## config.mk

```make
export PLATFORM = sky130hd
export DESIGN_NAME = plrt_core
export DESIGN_NICKNAME = d
export VERILOG_FILES = /design/src/design/plrt_pkg.sv /design/src/design/plrt_tick_div.sv /design/src/design/plrt_core.sv
export SDC_FILE = /design/constraint.sdc
export NUM_CORES = 2
export LEC_CHECK = 0
export ABC_AREA = 0
export ABC_CLOCK_PERIOD_IN_PS = 12600
export BUFFER_PORTS_ARGS = -buffer_cell sky130_fd_sc_hd__buf_4
export CELL_PAD_IN_SITES_DETAIL_PLACEMENT = 1
export CELL_PAD_IN_SITES_GLOBAL_PLACEMENT = 2
export CORE_ASPECT_RATIO = 1.25
export CORE_MARGIN = 5
export CORE_UTILIZATION = 34
export DETAILED_ROUTE_END_ITERATION = 8
export PLACE_DENSITY = 0.84
export SLEW_MARGIN = 20
export SYNTH_ARGS = -nofsm -noshare
export SYNTH_HDL_FRONTEND = slang
export SYNTH_SLANG_ARGS = --single-unit
```

## constraint.sdc

```tcl
create_clock -name mclk -period 12.6 [get_ports mclk]
set_input_delay 2.52 -clock mclk [delete_from_list [all_inputs] [get_ports mclk]]
set_output_delay 2.52 -clock mclk [all_outputs]
set_load 0.01 [all_outputs]
```

## src/design/plrt_pkg.sv

```systemverilog
// Constants, register map and state type of the supply-loss ride-through sequencer.
// Assumes a single 25 MHz clock; all rates below are derived from it.
package plrt_pkg;
  // Clock and sequencing times
  localparam int CLK_HZ = 25_000_000;
  localparam int TICK_MS = 1;
  localparam int TICK_CYCLES = CLK_HZ / 1000 * TICK_MS;
  localparam int QUAL_MS = 500;
  localparam int QUAL_TICKS = QUAL_MS / TICK_MS;
  localparam int MS_PER_S = 1000;
  localparam int SEC_TICKS = MS_PER_S / TICK_MS;
  localparam int PCT_FULL = 100;
  // Widths
  localparam int DC_W = 16;
  localparam int SPD_W = 24;
  localparam int RATE_W = 16;
  localparam int PCT_W = 8;
  localparam int SEC_W = 16;
  localparam int IRQ_W = 5;
  // Register byte addresses
  localparam logic [7:0] ADDR_CTRL = 8'h00;
  localparam logic [7:0] ADDR_OV_LEVEL = 8'h04;
  localparam logic [7:0] ADDR_TRIP_PCT = 8'h08;
  localparam logic [7:0] ADDR_BAND_PCT = 8'h0C;
  localparam logic [7:0] ADDR_ACC_RATE = 8'h10;
  localparam logic [7:0] ADDR_DEC_RATE = 8'h14;
  localparam logic [7:0] ADDR_TIME_LIM = 8'h18;
  localparam logic [7:0] ADDR_MAIN_ACC = 8'h1C;
  localparam logic [7:0] ADDR_MAIN_DEC = 8'h20;
  localparam logic [7:0] ADDR_STATUS = 8'h24;
  localparam logic [7:0] ADDR_IRQ_STAT = 8'h28;
  localparam logic [7:0] ADDR_IRQ_MASK = 8'h2C;
  localparam logic [7:0] ADDR_SETPOINT = 8'h30;
  // Control fields
  localparam int CTRL_EN = 0;
  localparam int CTRL_FREEZE = 1;
  localparam int CTRL_TRIP_CLR = 2;
  // Interrupt status fields
  localparam int IRQ_START = 0;
  localparam int IRQ_VALID = 1;
  localparam int IRQ_DONE = 2;
  localparam int IRQ_TIMEOUT = 3;
  localparam int IRQ_UV = 4;
  // Reset values
  localparam logic [DC_W-1:0] RST_OV_LEVEL = 16'hFFFF;
  localparam logic [PCT_W-1:0] RST_TRIP_PCT = 8'h46;
  localparam logic [PCT_W-1:0] RST_BAND_PCT = 8'h0A;
  localparam logic [RATE_W-1:0] RST_RATE = 16'h0064;
  localparam logic [SEC_W-1:0] RST_TIME_LIM = 16'h001E;
  // Sequencer states, Gray along idle-decel-hold-accel
  typedef enum logic [1:0] {
    PLRT_IDLE  = 2'b00,
    PLRT_DECEL = 2'b01,
    PLRT_HOLD  = 2'b11,
    PLRT_ACCEL = 2'b10
  } plrt_state_t;
endpackage

```

## src/design/plrt_tick_div.sv

```systemverilog
// Divider producing the one-cycle millisecond tick enable.
// Assumes the sequencer clock; CYCLES may be shortened for simulation.
`timescale 1ns/1ps
module plrt_tick_div #(
  parameter int CYCLES = 25000
) (
  input wire logic mclk,     // Main clock
  input wire logic rst_b,    // Async reset, active low
  output logic tick_ff       // One-cycle tick pulse
);
  logic [15:0] cnt_ff;
  logic [15:0] nxt_cnt;
  logic nxt_tick;

  // Count down and pulse on wrap
  always_comb begin
    nxt_tick = 1'b0;
    nxt_cnt = cnt_ff - 16'h0001;
    if (cnt_ff == 16'h0000) begin
      nxt_cnt = 16'(CYCLES - 1);
      nxt_tick = 1'b1;
    end
  end

  always_ff @(posedge mclk or negedge rst_b) begin
    if (!rst_b) begin
      cnt_ff <= 16'h0000;
      tick_ff <= 1'b0;
    end else begin
      cnt_ff <= nxt_cnt;
      tick_ff <= nxt_tick;
    end
  end
endmodule

```

## src/design/plrt_core.sv

```systemverilog
// Supply-loss ride-through sequencer: compares dc link with trip and band levels,
// ramps the speed setpoint, qualifies supply return and times the sequence.
// Assumes dc link and speed demand come from logic on mclk, so no synchronisers.
`timescale 1ns/1ps

// Function
// Disabled: never run the sequence; supply loss raises dc undervoltage trip. Enable is only checked in idle; a running sequence continues.
// Enabled: start sequence when dc link falls below trip percentage of overvoltage.
// Below threshold plus band, ramp setpoint toward zero at deceleration rate.
// Above threshold plus band hold setpoint; resume ramp down when it falls again.
// Supply returned after more than 500 ms above band; setpoint held meanwhile.
// After validated return, ramp setpoint up to speed demand at acceleration rate.
// Time sequence in seconds; reaching maximum duration raises timeout trip.
// Active flag high exactly while the sequence is in progress.
// Comparisons, timers and ramp steps update once per 1 ms tick.
// With ramp freeze, applied rates are limited by the main ramp rates.
// Sequence ends, flag clears and timer resets when setpoint reaches demand.
module plrt_core
  import plrt_pkg::*;
#(
  parameter int TICK_CYCLES_P = plrt_pkg::TICK_CYCLES
) (
  input wire logic mclk,                                  // Main clock, 25 MHz
  input wire logic rst_b,                                 // Async reset, active low
  input wire logic [7:0] reg_addr,                        // Register byte address
  input wire logic [31:0] reg_wdata,                      // Register write data
  input wire logic reg_wr,                                // Write strobe
  input wire logic reg_rd,                                // Read strobe
  output logic [31:0] reg_rdata_ff,                       // Read data, cycle after strobe
  input wire logic [plrt_pkg::DC_W-1:0] dc_link,          // Measured dc link volts
  input wire logic signed [plrt_pkg::SPD_W-1:0] speed_demand, // Demand, mHz
  output logic signed [plrt_pkg::SPD_W-1:0] speed_setpoint_ff, // Ramped setpoint, mHz
  output logic active_ff,                                 // Ride-through in progress
  output logic dc_undervoltage_trip_ff,                   // Latched undervoltage trip
  output logic timeout_trip_ff,                           // Latched supply-loss timeout trip
  output logic irq_ff                                     // Level interrupt
);
  import plrt_pkg::*;

  logic tick;
  logic en_ff, freeze_ff, nxt_en, nxt_freeze;
  logic [DC_W-1:0] ov_ff, nxt_ov;
  logic [PCT_W-1:0] trip_pct_ff, band_pct_ff, nxt_trip_pct, nxt_band_pct;
  logic [RATE_W-1:0] acc_ff, dec_ff, macc_ff, mdec_ff;
  logic [RATE_W-1:0] nxt_acc, nxt_dec, nxt_macc, nxt_mdec;
  logic [SEC_W-1:0] tlim_ff, nxt_tlim;
  logic [IRQ_W-1:0] istat_ff, imask_ff, nxt_istat, nxt_imask, ev;
  logic [31:0] nxt_rdata;
  plrt_state_t state_ff, nxt_state;
  logic signed [SPD_W-1:0] nxt_sp;
  logic [9:0] qual_ff, nxt_qual;
  logic [9:0] ms_ff, nxt_ms;
  logic [SEC_W-1:0] sec_ff, nxt_sec;
  logic nxt_uv, nxt_to, trip_clr;
  logic [25:0] dc_scaled, thr_level, band_level;
  logic [8:0] band_sum;
  logic below_thr, above_band;
  logic [RATE_W-1:0] acc_eff, dec_eff;

  plrt_tick_div #(
    .CYCLES(TICK_CYCLES_P)
  ) u_tick (
    .mclk(mclk),
    .rst_b(rst_b),
    .tick_ff(tick)
  );

  // Levels as percent of overvoltage; scaling dc by 100 avoids a divider
  assign band_sum = {1'b0, trip_pct_ff} + {1'b0, band_pct_ff};
  assign dc_scaled = {10'h000, dc_link} * 26'd100;
  assign thr_level = {18'h00000, trip_pct_ff} * {10'h000, ov_ff};
  assign band_level = {17'h00000, band_sum} * {10'h000, ov_ff};
  assign below_thr = dc_scaled < thr_level;
  assign above_band = dc_scaled > band_level;

  // Ramp freeze caps the rates at the main ramp's rates
  assign acc_eff = (freeze_ff && macc_ff < acc_ff) ? macc_ff : acc_ff;
  assign dec_eff = (freeze_ff && mdec_ff < dec_ff) ? mdec_ff : dec_ff;

  // One tick step of at most step mHz toward target
  function automatic logic signed [SPD_W-1:0] step_to(
    input logic signed [SPD_W-1:0] cur,
    input logic signed [SPD_W-1:0] target,
    input logic [RATE_W-1:0] step
  );
    logic signed [SPD_W:0] d;
    logic signed [SPD_W:0] s;
    d = {target[SPD_W-1], target} - {cur[SPD_W-1], cur};
    s = $signed({9'h000, step});
    if (d > s) begin
      step_to = cur + s[SPD_W-1:0];
    end else if (d < -s) begin
      step_to = cur - s[SPD_W-1:0];
    end else begin
      step_to = target;
    end
  endfunction

  // Sequencer next state, setpoint, timers and trips
  always_comb begin
    nxt_state = state_ff;
    nxt_sp = speed_setpoint_ff;
    nxt_qual = qual_ff;
    nxt_ms = ms_ff;
    nxt_sec = sec_ff;
    nxt_uv = dc_undervoltage_trip_ff;
    nxt_to = timeout_trip_ff;
    ev = '0;
    if (tick) begin
      case (state_ff)
        PLRT_IDLE: begin
          nxt_sp = (nxt_uv || nxt_to) ? '0 : speed_demand;
          if (below_thr && !en_ff) begin
            nxt_uv = 1'b1;
            ev[IRQ_UV] = !dc_undervoltage_trip_ff;
          end else if (below_thr && !dc_undervoltage_trip_ff && !timeout_trip_ff) begin
            nxt_state = PLRT_DECEL;
            nxt_sp = speed_setpoint_ff;
            ev[IRQ_START] = 1'b1;
          end
        end
        PLRT_DECEL: begin
          nxt_sp = step_to(speed_setpoint_ff, '0, dec_eff);
          if (above_band) begin
            nxt_state = PLRT_HOLD;
            nxt_sp = speed_setpoint_ff;
            nxt_qual = '0;
          end
        end
        PLRT_HOLD: begin
          if (!above_band) begin
            nxt_state = PLRT_DECEL;
          end else if (qual_ff == 10'(QUAL_TICKS)) begin
            nxt_state = PLRT_ACCEL;
            ev[IRQ_VALID] = 1'b1;
          end else begin
            nxt_qual = qual_ff + 10'h001;
          end
        end
        PLRT_ACCEL: begin
          nxt_sp = step_to(speed_setpoint_ff, speed_demand, acc_eff);
          if (below_thr) begin
            nxt_state = PLRT_DECEL;
            nxt_sp = speed_setpoint_ff;
          end else if (nxt_sp == speed_demand) begin
            nxt_state = PLRT_IDLE;
            ev[IRQ_DONE] = 1'b1;
          end
        end
        default: nxt_state = PLRT_IDLE;
      endcase
      // Sequence clock in whole seconds
      if (state_ff != PLRT_IDLE) begin
        if (ms_ff == 10'(SEC_TICKS - 1)) begin
          nxt_ms = '0;
          nxt_sec = sec_ff + 16'h0001;
        end else begin
          nxt_ms = ms_ff + 10'h001;
        end
        if (sec_ff >= tlim_ff) begin
          nxt_state = PLRT_IDLE;
          nxt_sp = '0;
          nxt_to = 1'b1;
          ev = '0;
          ev[IRQ_TIMEOUT] = 1'b1;
        end
      end
      if (nxt_state == PLRT_IDLE) begin
        nxt_ms = '0;
        nxt_sec = '0;
        nxt_qual = '0;
      end
    end
    // A trip raised this cycle survives a simultaneous clear
    if (trip_clr) begin
      nxt_uv = nxt_uv && !dc_undervoltage_trip_ff;
      nxt_to = nxt_to && !timeout_trip_ff;
    end
  end

  always_ff @(posedge mclk or negedge rst_b) begin
    if (!rst_b) begin
      state_ff <= PLRT_IDLE;
      speed_setpoint_ff <= '0;
      qual_ff <= '0;
      ms_ff <= '0;
      sec_ff <= '0;
      dc_undervoltage_trip_ff <= 1'b0;
      timeout_trip_ff <= 1'b0;
      active_ff <= 1'b0;
    end else begin
      state_ff <= nxt_state;
      speed_setpoint_ff <= nxt_sp;
      qual_ff <= nxt_qual;
      ms_ff <= nxt_ms;
      sec_ff <= nxt_sec;
      dc_undervoltage_trip_ff <= nxt_uv;
      timeout_trip_ff <= nxt_to;
      active_ff <= (nxt_state != PLRT_IDLE);
    end
  end

  // Register writes; interrupt set wins over write-one clear
  assign trip_clr = reg_wr && (reg_addr == ADDR_CTRL) && reg_wdata[CTRL_TRIP_CLR];
  always_comb begin
    nxt_en = en_ff;
    nxt_freeze = freeze_ff;
    nxt_ov = ov_ff;
    nxt_trip_pct = trip_pct_ff;
    nxt_band_pct = band_pct_ff;
    nxt_acc = acc_ff;
    nxt_dec = dec_ff;
    nxt_macc = macc_ff;
    nxt_mdec = mdec_ff;
    nxt_tlim = tlim_ff;
    nxt_imask = imask_ff;
    nxt_istat = istat_ff | ev;
    if (reg_wr) begin
      if (reg_addr == ADDR_CTRL) begin
        nxt_en = reg_wdata[CTRL_EN];
        nxt_freeze = reg_wdata[CTRL_FREEZE];
      end else if (reg_addr == ADDR_OV_LEVEL) begin
        nxt_ov = reg_wdata[DC_W-1:0];
      end else if (reg_addr == ADDR_TRIP_PCT) begin
        nxt_trip_pct = reg_wdata[PCT_W-1:0];
      end else if (reg_addr == ADDR_BAND_PCT) begin
        nxt_band_pct = reg_wdata[PCT_W-1:0];
      end else if (reg_addr == ADDR_ACC_RATE) begin
        nxt_acc = reg_wdata[RATE_W-1:0];
      end else if (reg_addr == ADDR_DEC_RATE) begin
        nxt_dec = reg_wdata[RATE_W-1:0];
      end else if (reg_addr == ADDR_TIME_LIM) begin
        nxt_tlim = reg_wdata[SEC_W-1:0];
      end else if (reg_addr == ADDR_MAIN_ACC) begin
        nxt_macc = reg_wdata[RATE_W-1:0];
      end else if (reg_addr == ADDR_MAIN_DEC) begin
        nxt_mdec = reg_wdata[RATE_W-1:0];
      end else if (reg_addr == ADDR_IRQ_STAT) begin
        nxt_istat = (istat_ff & ~reg_wdata[IRQ_W-1:0]) | ev;
      end else if (reg_addr == ADDR_IRQ_MASK) begin
        nxt_imask = reg_wdata[IRQ_W-1:0];
      end
    end
  end

  // Read mux; unmapped addresses read zero
  always_comb begin
    nxt_rdata = '0;
    if (reg_rd) begin
      if (reg_addr == ADDR_CTRL) begin
        nxt_rdata = {30'h00000000, freeze_ff, en_ff};
      end else if (reg_addr == ADDR_OV_LEVEL) begin
        nxt_rdata = {16'h0000, ov_ff};
      end else if (reg_addr == ADDR_TRIP_PCT) begin
        nxt_rdata = {24'h000000, trip_pct_ff};
      end else if (reg_addr == ADDR_BAND_PCT) begin
        nxt_rdata = {24'h000000, band_pct_ff};
      end else if (reg_addr == ADDR_ACC_RATE) begin
        nxt_rdata = {16'h0000, acc_ff};
      end else if (reg_addr == ADDR_DEC_RATE) begin
        nxt_rdata = {16'h0000, dec_ff};
      end else if (reg_addr == ADDR_TIME_LIM) begin
        nxt_rdata = {16'h0000, tlim_ff};
      end else if (reg_addr == ADDR_MAIN_ACC) begin
        nxt_rdata = {16'h0000, macc_ff};
      end else if (reg_addr == ADDR_MAIN_DEC) begin
        nxt_rdata = {16'h0000, mdec_ff};
      end else if (reg_addr == ADDR_STATUS) begin
        nxt_rdata = {sec_ff, 11'h000, timeout_trip_ff, dc_undervoltage_trip_ff,
                     state_ff, active_ff};
      end else if (reg_addr == ADDR_IRQ_STAT) begin
        nxt_rdata = {27'h0000000, istat_ff};
      end else if (reg_addr == ADDR_IRQ_MASK) begin
        nxt_rdata = {27'h0000000, imask_ff};
      end else if (reg_addr == ADDR_SETPOINT) begin
        nxt_rdata = {{8{speed_setpoint_ff[SPD_W-1]}}, speed_setpoint_ff};
      end
    end
  end

  always_ff @(posedge mclk or negedge rst_b) begin
    if (!rst_b) begin
      en_ff <= 1'b0;
      freeze_ff <= 1'b0;
      ov_ff <= RST_OV_LEVEL;
      trip_pct_ff <= RST_TRIP_PCT;
      band_pct_ff <= RST_BAND_PCT;
      acc_ff <= RST_RATE;
      dec_ff <= RST_RATE;
      macc_ff <= RST_RATE;
      mdec_ff <= RST_RATE;
      tlim_ff <= RST_TIME_LIM;
      istat_ff <= '0;
      imask_ff <= '0;
      reg_rdata_ff <= '0;
      irq_ff <= 1'b0;
    end else begin
      en_ff <= nxt_en;
      freeze_ff <= nxt_freeze;
      ov_ff <= nxt_ov;
      trip_pct_ff <= nxt_trip_pct;
      band_pct_ff <= nxt_band_pct;
      acc_ff <= nxt_acc;
      dec_ff <= nxt_dec;
      macc_ff <= nxt_macc;
      mdec_ff <= nxt_mdec;
      tlim_ff <= nxt_tlim;
      istat_ff <= nxt_istat;
      imask_ff <= nxt_imask;
      reg_rdata_ff <= nxt_rdata;
      irq_ff <= |(nxt_istat & nxt_imask);
    end
  end

  // Checks on the sequencer
  a_disabled_idle: assert property (@(posedge mclk) disable iff (!rst_b)
    (state_ff == PLRT_IDLE && !en_ff && tick && below_thr) |=> dc_undervoltage_trip_ff
      && !active_ff) else $error("disabled supply loss did not trip");
  a_start_seq: assert property (@(posedge mclk) disable iff (!rst_b)
    (state_ff == PLRT_IDLE && en_ff && tick && below_thr && !dc_undervoltage_trip_ff
      && !timeout_trip_ff) |=> state_ff == PLRT_DECEL) else $error("sequence did not start");
  a_decel_step: assert property (@(posedge mclk) disable iff (!rst_b)
    (state_ff == PLRT_DECEL && tick && !above_band && sec_ff < tlim_ff
      && speed_setpoint_ff > $signed({9'h000, dec_eff}))
      |=> speed_setpoint_ff == $past(speed_setpoint_ff) - $signed({9'h000, $past(dec_eff)}))
    else $error("decel step wrong");
  a_hold_still: assert property (@(posedge mclk) disable iff (!rst_b)
    (state_ff == PLRT_HOLD) |=> (state_ff != PLRT_HOLD) || $stable(speed_setpoint_ff))
    else $error("setpoint moved while held");
  a_qual_count: assert property (@(posedge mclk) disable iff (!rst_b)
    $rose(state_ff == PLRT_ACCEL) |-> $past(state_ff) == PLRT_HOLD
      && $past(qual_ff) == 10'(QUAL_TICKS)) else $error("return validated too early");
  a_no_tick_move: assert property (@(posedge mclk) disable iff (!rst_b)
    !tick |=> $stable(state_ff) && $stable(sec_ff)) else $error("update without tick");
  a_timeout: assert property (@(posedge mclk) disable iff (!rst_b)
    (state_ff != PLRT_IDLE && tick && sec_ff >= tlim_ff) |=> timeout_trip_ff
      && state_ff == PLRT_IDLE) else $error("timeout trip missing");
  a_active_flag: assert property (@(posedge mclk) disable iff (!rst_b)
    active_ff == (state_ff != PLRT_IDLE)) else $error("active flag mismatch");
  a_freeze_cap: assert property (@(posedge mclk) disable iff (!rst_b)
    freeze_ff |-> acc_eff <= macc_ff && dec_eff <= mdec_ff) else $error("rate not capped");
  a_done_reset: assert property (@(posedge mclk) disable iff (!rst_b)
    (state_ff == PLRT_ACCEL ##1 state_ff == PLRT_IDLE && !timeout_trip_ff)
      |-> speed_setpoint_ff == $past(speed_demand) && sec_ff == '0)
    else $error("sequence end wrong");
  c_ride_through: cover property (@(posedge mclk) disable iff (!rst_b)
    state_ff == PLRT_ACCEL ##1 state_ff == PLRT_IDLE);
  c_redecel: cover property (@(posedge mclk) disable iff (!rst_b)
    state_ff == PLRT_HOLD ##1 state_ff == PLRT_DECEL);
  c_timeout: cover property (@(posedge mclk) disable iff (!rst_b) $rose(timeout_trip_ff));
  c_uv_trip: cover property (@(posedge mclk) disable iff (!rst_b)
    $rose(dc_undervoltage_trip_ff));
endmodule

```

==> reports/qor.json <==
{
  "fin_nets": 4748,
  "worst_skew_pair.late_latency_ns": 0.56,
  "grt.total_usage_pct": 23.5,
  "static-leakage-power_uw": 0.0171,
  "fp.coreArea_sq_mm": 0.0974,
  "fill_cells": 11700,
  "average_wire_per_standard_cell_um": 23.5,
  "ys_ff_latch": 239,
  "relSlewSlack_pct": 27.0,
  "main_combinational_cell_family_by_area_after_synthesis": "adder cells",
  "post_cts_resized": 0,
  "cts-root-buf": "sky130_fd_sc_hd__clkbuf_16",
  "synthAdderAreaFrac_pct": 27.6,
  "ant_nets": 0,
  "pin_count_of_the_biggest_net_entering_global_routing": 91,
  "dpl_cell_area_sq_mm": 0.0358,
  "worst_path_largest_cell_delay_ns": 0.81,
  "fmax_ghz": 0.0909,
  "run_status": "finished, final reports clean",
  "via_count": 30600,
  "floorplan.die.width_um": 290,
  "grt_antenna_before_repair": 1,
  "post_synth_and_or_nand_nor_area_fraction_pct": 18.2,
  "detailedRoute.firstPassIterationCount": 7,
  "crit_arrival_ns": 11.47,
  "route.final.wire_length_um": 126000,
  "die_h_um": 360,
  "yosysSeqAreaShare_pct": 18.1,
  "diodes": 0,
  "ys.warnings.count": 0,
  "setup.worst_path.class": "flip-flop to flip-flop",
  "period_needed_ns": 11.00,
  "synth.cell_area_sq_mm": 0.0333,
  "floorplan.die_area_sq_mm": 0.104,
  "timing.max_cap.violations": 0,
  "synth.lib_cells_used.distinct": 90,
  "reg2reg_slack_ns": 1.60,
  "crit_path_frequent_cell": "sky130_fd_sc_hd__o21ai_0",
  "drt-initial-drc-count": 1723,
  "remaining_drc_errors": 0,
  "post_synth_inst_count": 4005,
  "timing.setup.tns_ns": 0,
  "setup_violations": 0,
  "grt-ovfl-total": 0,
  "max-clock-path-buffers": 3,
  "timing.final.crit_share_pct": 87.3,
  "postCtsHoldBufs": 0,
  "synthesis.area_per_instance_sq_um": 8.31,
  "post_synth_xor_area_fraction_pct": 4.97,
  "fraction_of_synthesized_area_in_multiplexers_pct": 4.81,
  "critical_path.endpoint_type": "flip-flop",
  "cts_made_buffers": 24,
  "grt_first_pass_wirelength_um": 193000,
  "place_inst": 5325,
  "placement.io_buffers": 127,
  "drv_slew": 0,
  "grt_setup_unrepaired": "false",
  "power_per_cell_area_mw_per_mm2": 106,
  "crit_fanout": 20,
  "vdd_drop_max_v": 0.0000974,
  "fin_worst_setup_slack_ns": 1.60,
  "synth_async_reset_ratio_pct": 100,
  "synth_compound_gate_area_share_pct": 19.2,
  "crit_path_top_delay_cell": "sky130_fd_sc_hd__dfstp_2",
  "synthesis.nets": 4702,
  "placement.setup.worst_slack_ns": 1.56,
  "synth_top_flop_cell": "sky130_fd_sc_hd__dfrtp_1",
  "dp_hpwl_um": 103000,
  "final_cells": 5369,
  "cts.sinks": 239,
  "clock_skew_ns": 0.0160,
  "number_of_global_route_vias_before_repair": 32900,
  "layout-drive-gt1-share_pct": 10.7,
  "worst_pin_slew_ns": 1.09,
  "report.final.hold_viol_count": 0,
  "tritoncts": "yes",
  "clock_tree.htree_level_count": 1,
  "ios": 144,
  "place_congestion": 0.948,
  "synth-edff-count": 0,
  "initial_utilization_pct": 34.2,
  "finalInstanceArea_sq_mm": 0.0366,
  "cts.repair_timing.setup_buffer_count": 0,
  "clk_pin_slew_worst_paths_ns": 0.07,
  "synth_to_final_area_change_pct": 10.1,
  "critical_path.startpoint_type": "flip-flop",
  "worst-endpoint-required_ns": 13.07,
  "per_cell_via_count_in_the_routed_design": 5.69,
  "rows": 128,
  "min_path_type": "flip-flop to flip-flop"
}
==> layout make-up <==
| cell class | instances | area [sq um] | area share, % |
|---|---|---|---|
| clock buffer | 28 | 636 | 1.74 |
| clock inverter | 16 | 224 | 0.612 |
| inverter | 451 | 1690 | 4.62 |
| multi-input combinational | 3137 | 24900 | 68.0 |
| sequential | 239 | 6030 | 16.5 |
| tap | 1300 | 1630 | 4.44 |
| timing repair buffer | 198 | 1500 | 4.09 |
==> state kept, by name, indices dropped and copies added (netlist names) <==
| name | flops |
|---|---|
| band_pct_ff | 8 |
| dec_ff | 16 |
| sec_ff | 16 |
| active_ff | 1 |
| reg_rdata_ff | 32 |
| ms_ff | 10 |
| en_ff | 1 |
| state_ff | 2 |
| speed_setpoint_ff | 24 |
| tlim_ff | 16 |
| dc_undervoltage_trip_ff | 1 |
| timeout_trip_ff | 1 |
| trip_pct_ff | 8 |
| macc_ff | 16 |
| qual_ff | 10 |
| ov_ff | 16 |
| u_tick.cnt_ff | 16 |
| mdec_ff | 16 |
| istat_ff | 5 |
| acc_ff | 16 |
| irq_ff | 1 |
| imask_ff | 5 |
| freeze_ff | 1 |
| u_tick.tick_ff | 1 |
==> placed cells by master, fill, tap and decap left out, types with 11 or more instances in the layout <==
cell,Yosys,final
sky130_fd_sc_hd__nor3_1,73,70
sky130_fd_sc_hd__a31oi_1,43,43
sky130_fd_sc_hd__dfstp_2,37,37
sky130_fd_sc_hd__o31ai_1,16,16
sky130_fd_sc_hd__and4_1,17,17
sky130_fd_sc_hd__clkbuf_16,0,24
sky130_fd_sc_hd__nand3b_1,14,14
sky130_fd_sc_hd__nand4_1,36,36
sky130_fd_sc_hd__a21o_1,80,80
sky130_fd_sc_hd__a222oi_1,15,15
sky130_fd_sc_hd__ha_1,413,413
sky130_fd_sc_hd__mux2_2,111,111
sky130_fd_sc_hd__a221oi_1,21,21
sky130_fd_sc_hd__and2_1,150,150
sky130_fd_sc_hd__a21oi_1,225,224
sky130_fd_sc_hd__and3_1,35,35
sky130_fd_sc_hd__nand2b_1,44,44
sky130_fd_sc_hd__buf_4,0,196
sky130_fd_sc_hd__xnor2_1,143,141
sky130_fd_sc_hd__a211oi_1,47,47
sky130_fd_sc_hd__or4_1,12,12
sky130_fd_sc_hd__o21bai_1,22,22
sky130_fd_sc_hd__nand3_1,97,97
sky130_fd_sc_hd__a22oi_1,24,24
sky130_fd_sc_hd__nor2_1,262,259
sky130_fd_sc_hd__nor2b_1,36,36
sky130_fd_sc_hd__fa_1,200,200
sky130_fd_sc_hd__nor4_1,19,19
sky130_fd_sc_hd__o211ai_1,29,29
sky130_fd_sc_hd__o22ai_1,11,11
sky130_fd_sc_hd__a211o_1,11,11
sky130_fd_sc_hd__or3_1,24,24
sky130_fd_sc_hd__o21a_1,46,46
sky130_fd_sc_hd__o21ai_0,201,199
sky130_fd_sc_hd__o221ai_1,25,25
sky130_fd_sc_hd__dfrtp_1,202,202
sky130_fd_sc_hd__mux2i_1,35,35
sky130_fd_sc_hd__nand2_1,384,384
sky130_fd_sc_hd__xor2_1,43,43
sky130_fd_sc_hd__inv_1,444,444
==> final timing paths <==
| kind | start | endpoint | cells past startpoint |
|---|---|---|---|
| max | trip_pct_ff[1] | qual_ff[1] | 42 |
| min | u_tick.cnt_ff[0] | u_tick.cnt_ff[0] | 1 |
| max reg2reg | trip_pct_ff[1] | qual_ff[1] | 42 |
| min reg2reg | u_tick.cnt_ff[0] | u_tick.cnt_ff[0] | 1 |
| max in group asynchronous | rst_b | acc_ff[7] | 2 |
| min in group asynchronous | rst_b | ms_ff[4] | 1 |
==> power by group <==
part	leakage (uW)	switching [uW]	internal, uW	total, uW
clock network	0.000412	350	452	802
registers	0.00308	61.5	799	861
logic	0.0136	1400	810	2210
==> cells by family after synthesis <==
group                      after synthesis
and+or+nand+nor                       1237
AOI/OAI and AO/OA                      954
buffers and inverters                  629
adders and majority gates              613
DFF                                    239
xor gates and xnor gates               187
muxes                                  146
==> through the flow <==
stage               hold slack [ns]  util (%)  power [uW]
floorplan                     0.428         -        2320
global placement              0.462      36.7        3000
detailed placement            0.473      36.7        3050
CTS                           0.482      37.6        3860
global route                  0.501      37.6        4120
finish                        0.482      37.6        3870
==> critical path: cells and delay by family (launching register included) <==
family,cells,cell delay [ns]
simple gates,14,3.19
compound gates,15,3.17
xor+xnor,1,0.09
flops,1,0.81
buf+inv,5,0.39
fa+ha+maj,7,3.27
==> per-layer routing <==
| metal | wire length (um) | global-route usage (%) | vias to the layer above |
|---|---|---|---|
| met5 | 10 | 0 | - |
| met2 | 66700 | 45.0 | 669 |
| met3 | 3920 | 1.68 | 271 |
| met4 | 7560 | 11.5 | 2 |
| met1 | 47900 | 26.0 | 15500 |
| li1 | - | - | 14100 |
==> Yosys cell counts (12+ instances only) <==
cell type,instances,area (sq um)
sky130_fd_sc_hd__dfstp_2,37,972
sky130_fd_sc_hd__o21ai_0,201,1010
sky130_fd_sc_hd__inv_1,444,1670
sky130_fd_sc_hd__a221oi_1,21,184
sky130_fd_sc_hd__or3_1,24,150
sky130_fd_sc_hd__and3_1,35,219
sky130_fd_sc_hd__clkbuf_1,159,597
sky130_fd_sc_hd__a22oi_1,24,180
sky130_fd_sc_hd__o211ai_1,29,218
sky130_fd_sc_hd__buf_2,12,60.1
sky130_fd_sc_hd__o21bai_1,22,165
sky130_fd_sc_hd__a21oi_1,225,1130
sky130_fd_sc_hd__o221ai_1,25,219
sky130_fd_sc_hd__xnor2_1,143,1250
sky130_fd_sc_hd__nand4_1,36,225
sky130_fd_sc_hd__or4_1,12,90.1
sky130_fd_sc_hd__mux2_2,111,1250
sky130_fd_sc_hd__dfrtp_1,202,5050
sky130_fd_sc_hd__xor2_1,43,377
sky130_fd_sc_hd__nor2_1,262,983
sky130_fd_sc_hd__a21o_1,80,601
sky130_fd_sc_hd__nand3_1,97,485
sky130_fd_sc_hd__nand2_1,384,1440
sky130_fd_sc_hd__a31oi_1,43,269
sky130_fd_sc_hd__o21a_1,46,345
sky130_fd_sc_hd__fa_1,200,4000
sky130_fd_sc_hd__ha_1,413,5170
sky130_fd_sc_hd__nor3_1,73,365
sky130_fd_sc_hd__nor4_1,19,119
sky130_fd_sc_hd__and4_1,17,149
sky130_fd_sc_hd__a211oi_1,47,353
sky130_fd_sc_hd__nand3b_1,14,105
sky130_fd_sc_hd__mux2i_1,35,350
sky130_fd_sc_hd__nor2b_1,36,225
sky130_fd_sc_hd__nand2b_1,44,275
sky130_fd_sc_hd__o31ai_1,16,120
sky130_fd_sc_hd__a222oi_1,15,150
sky130_fd_sc_hd__and2_1,150,938
No activity file was read; power rests on OpenSTA's default activity.
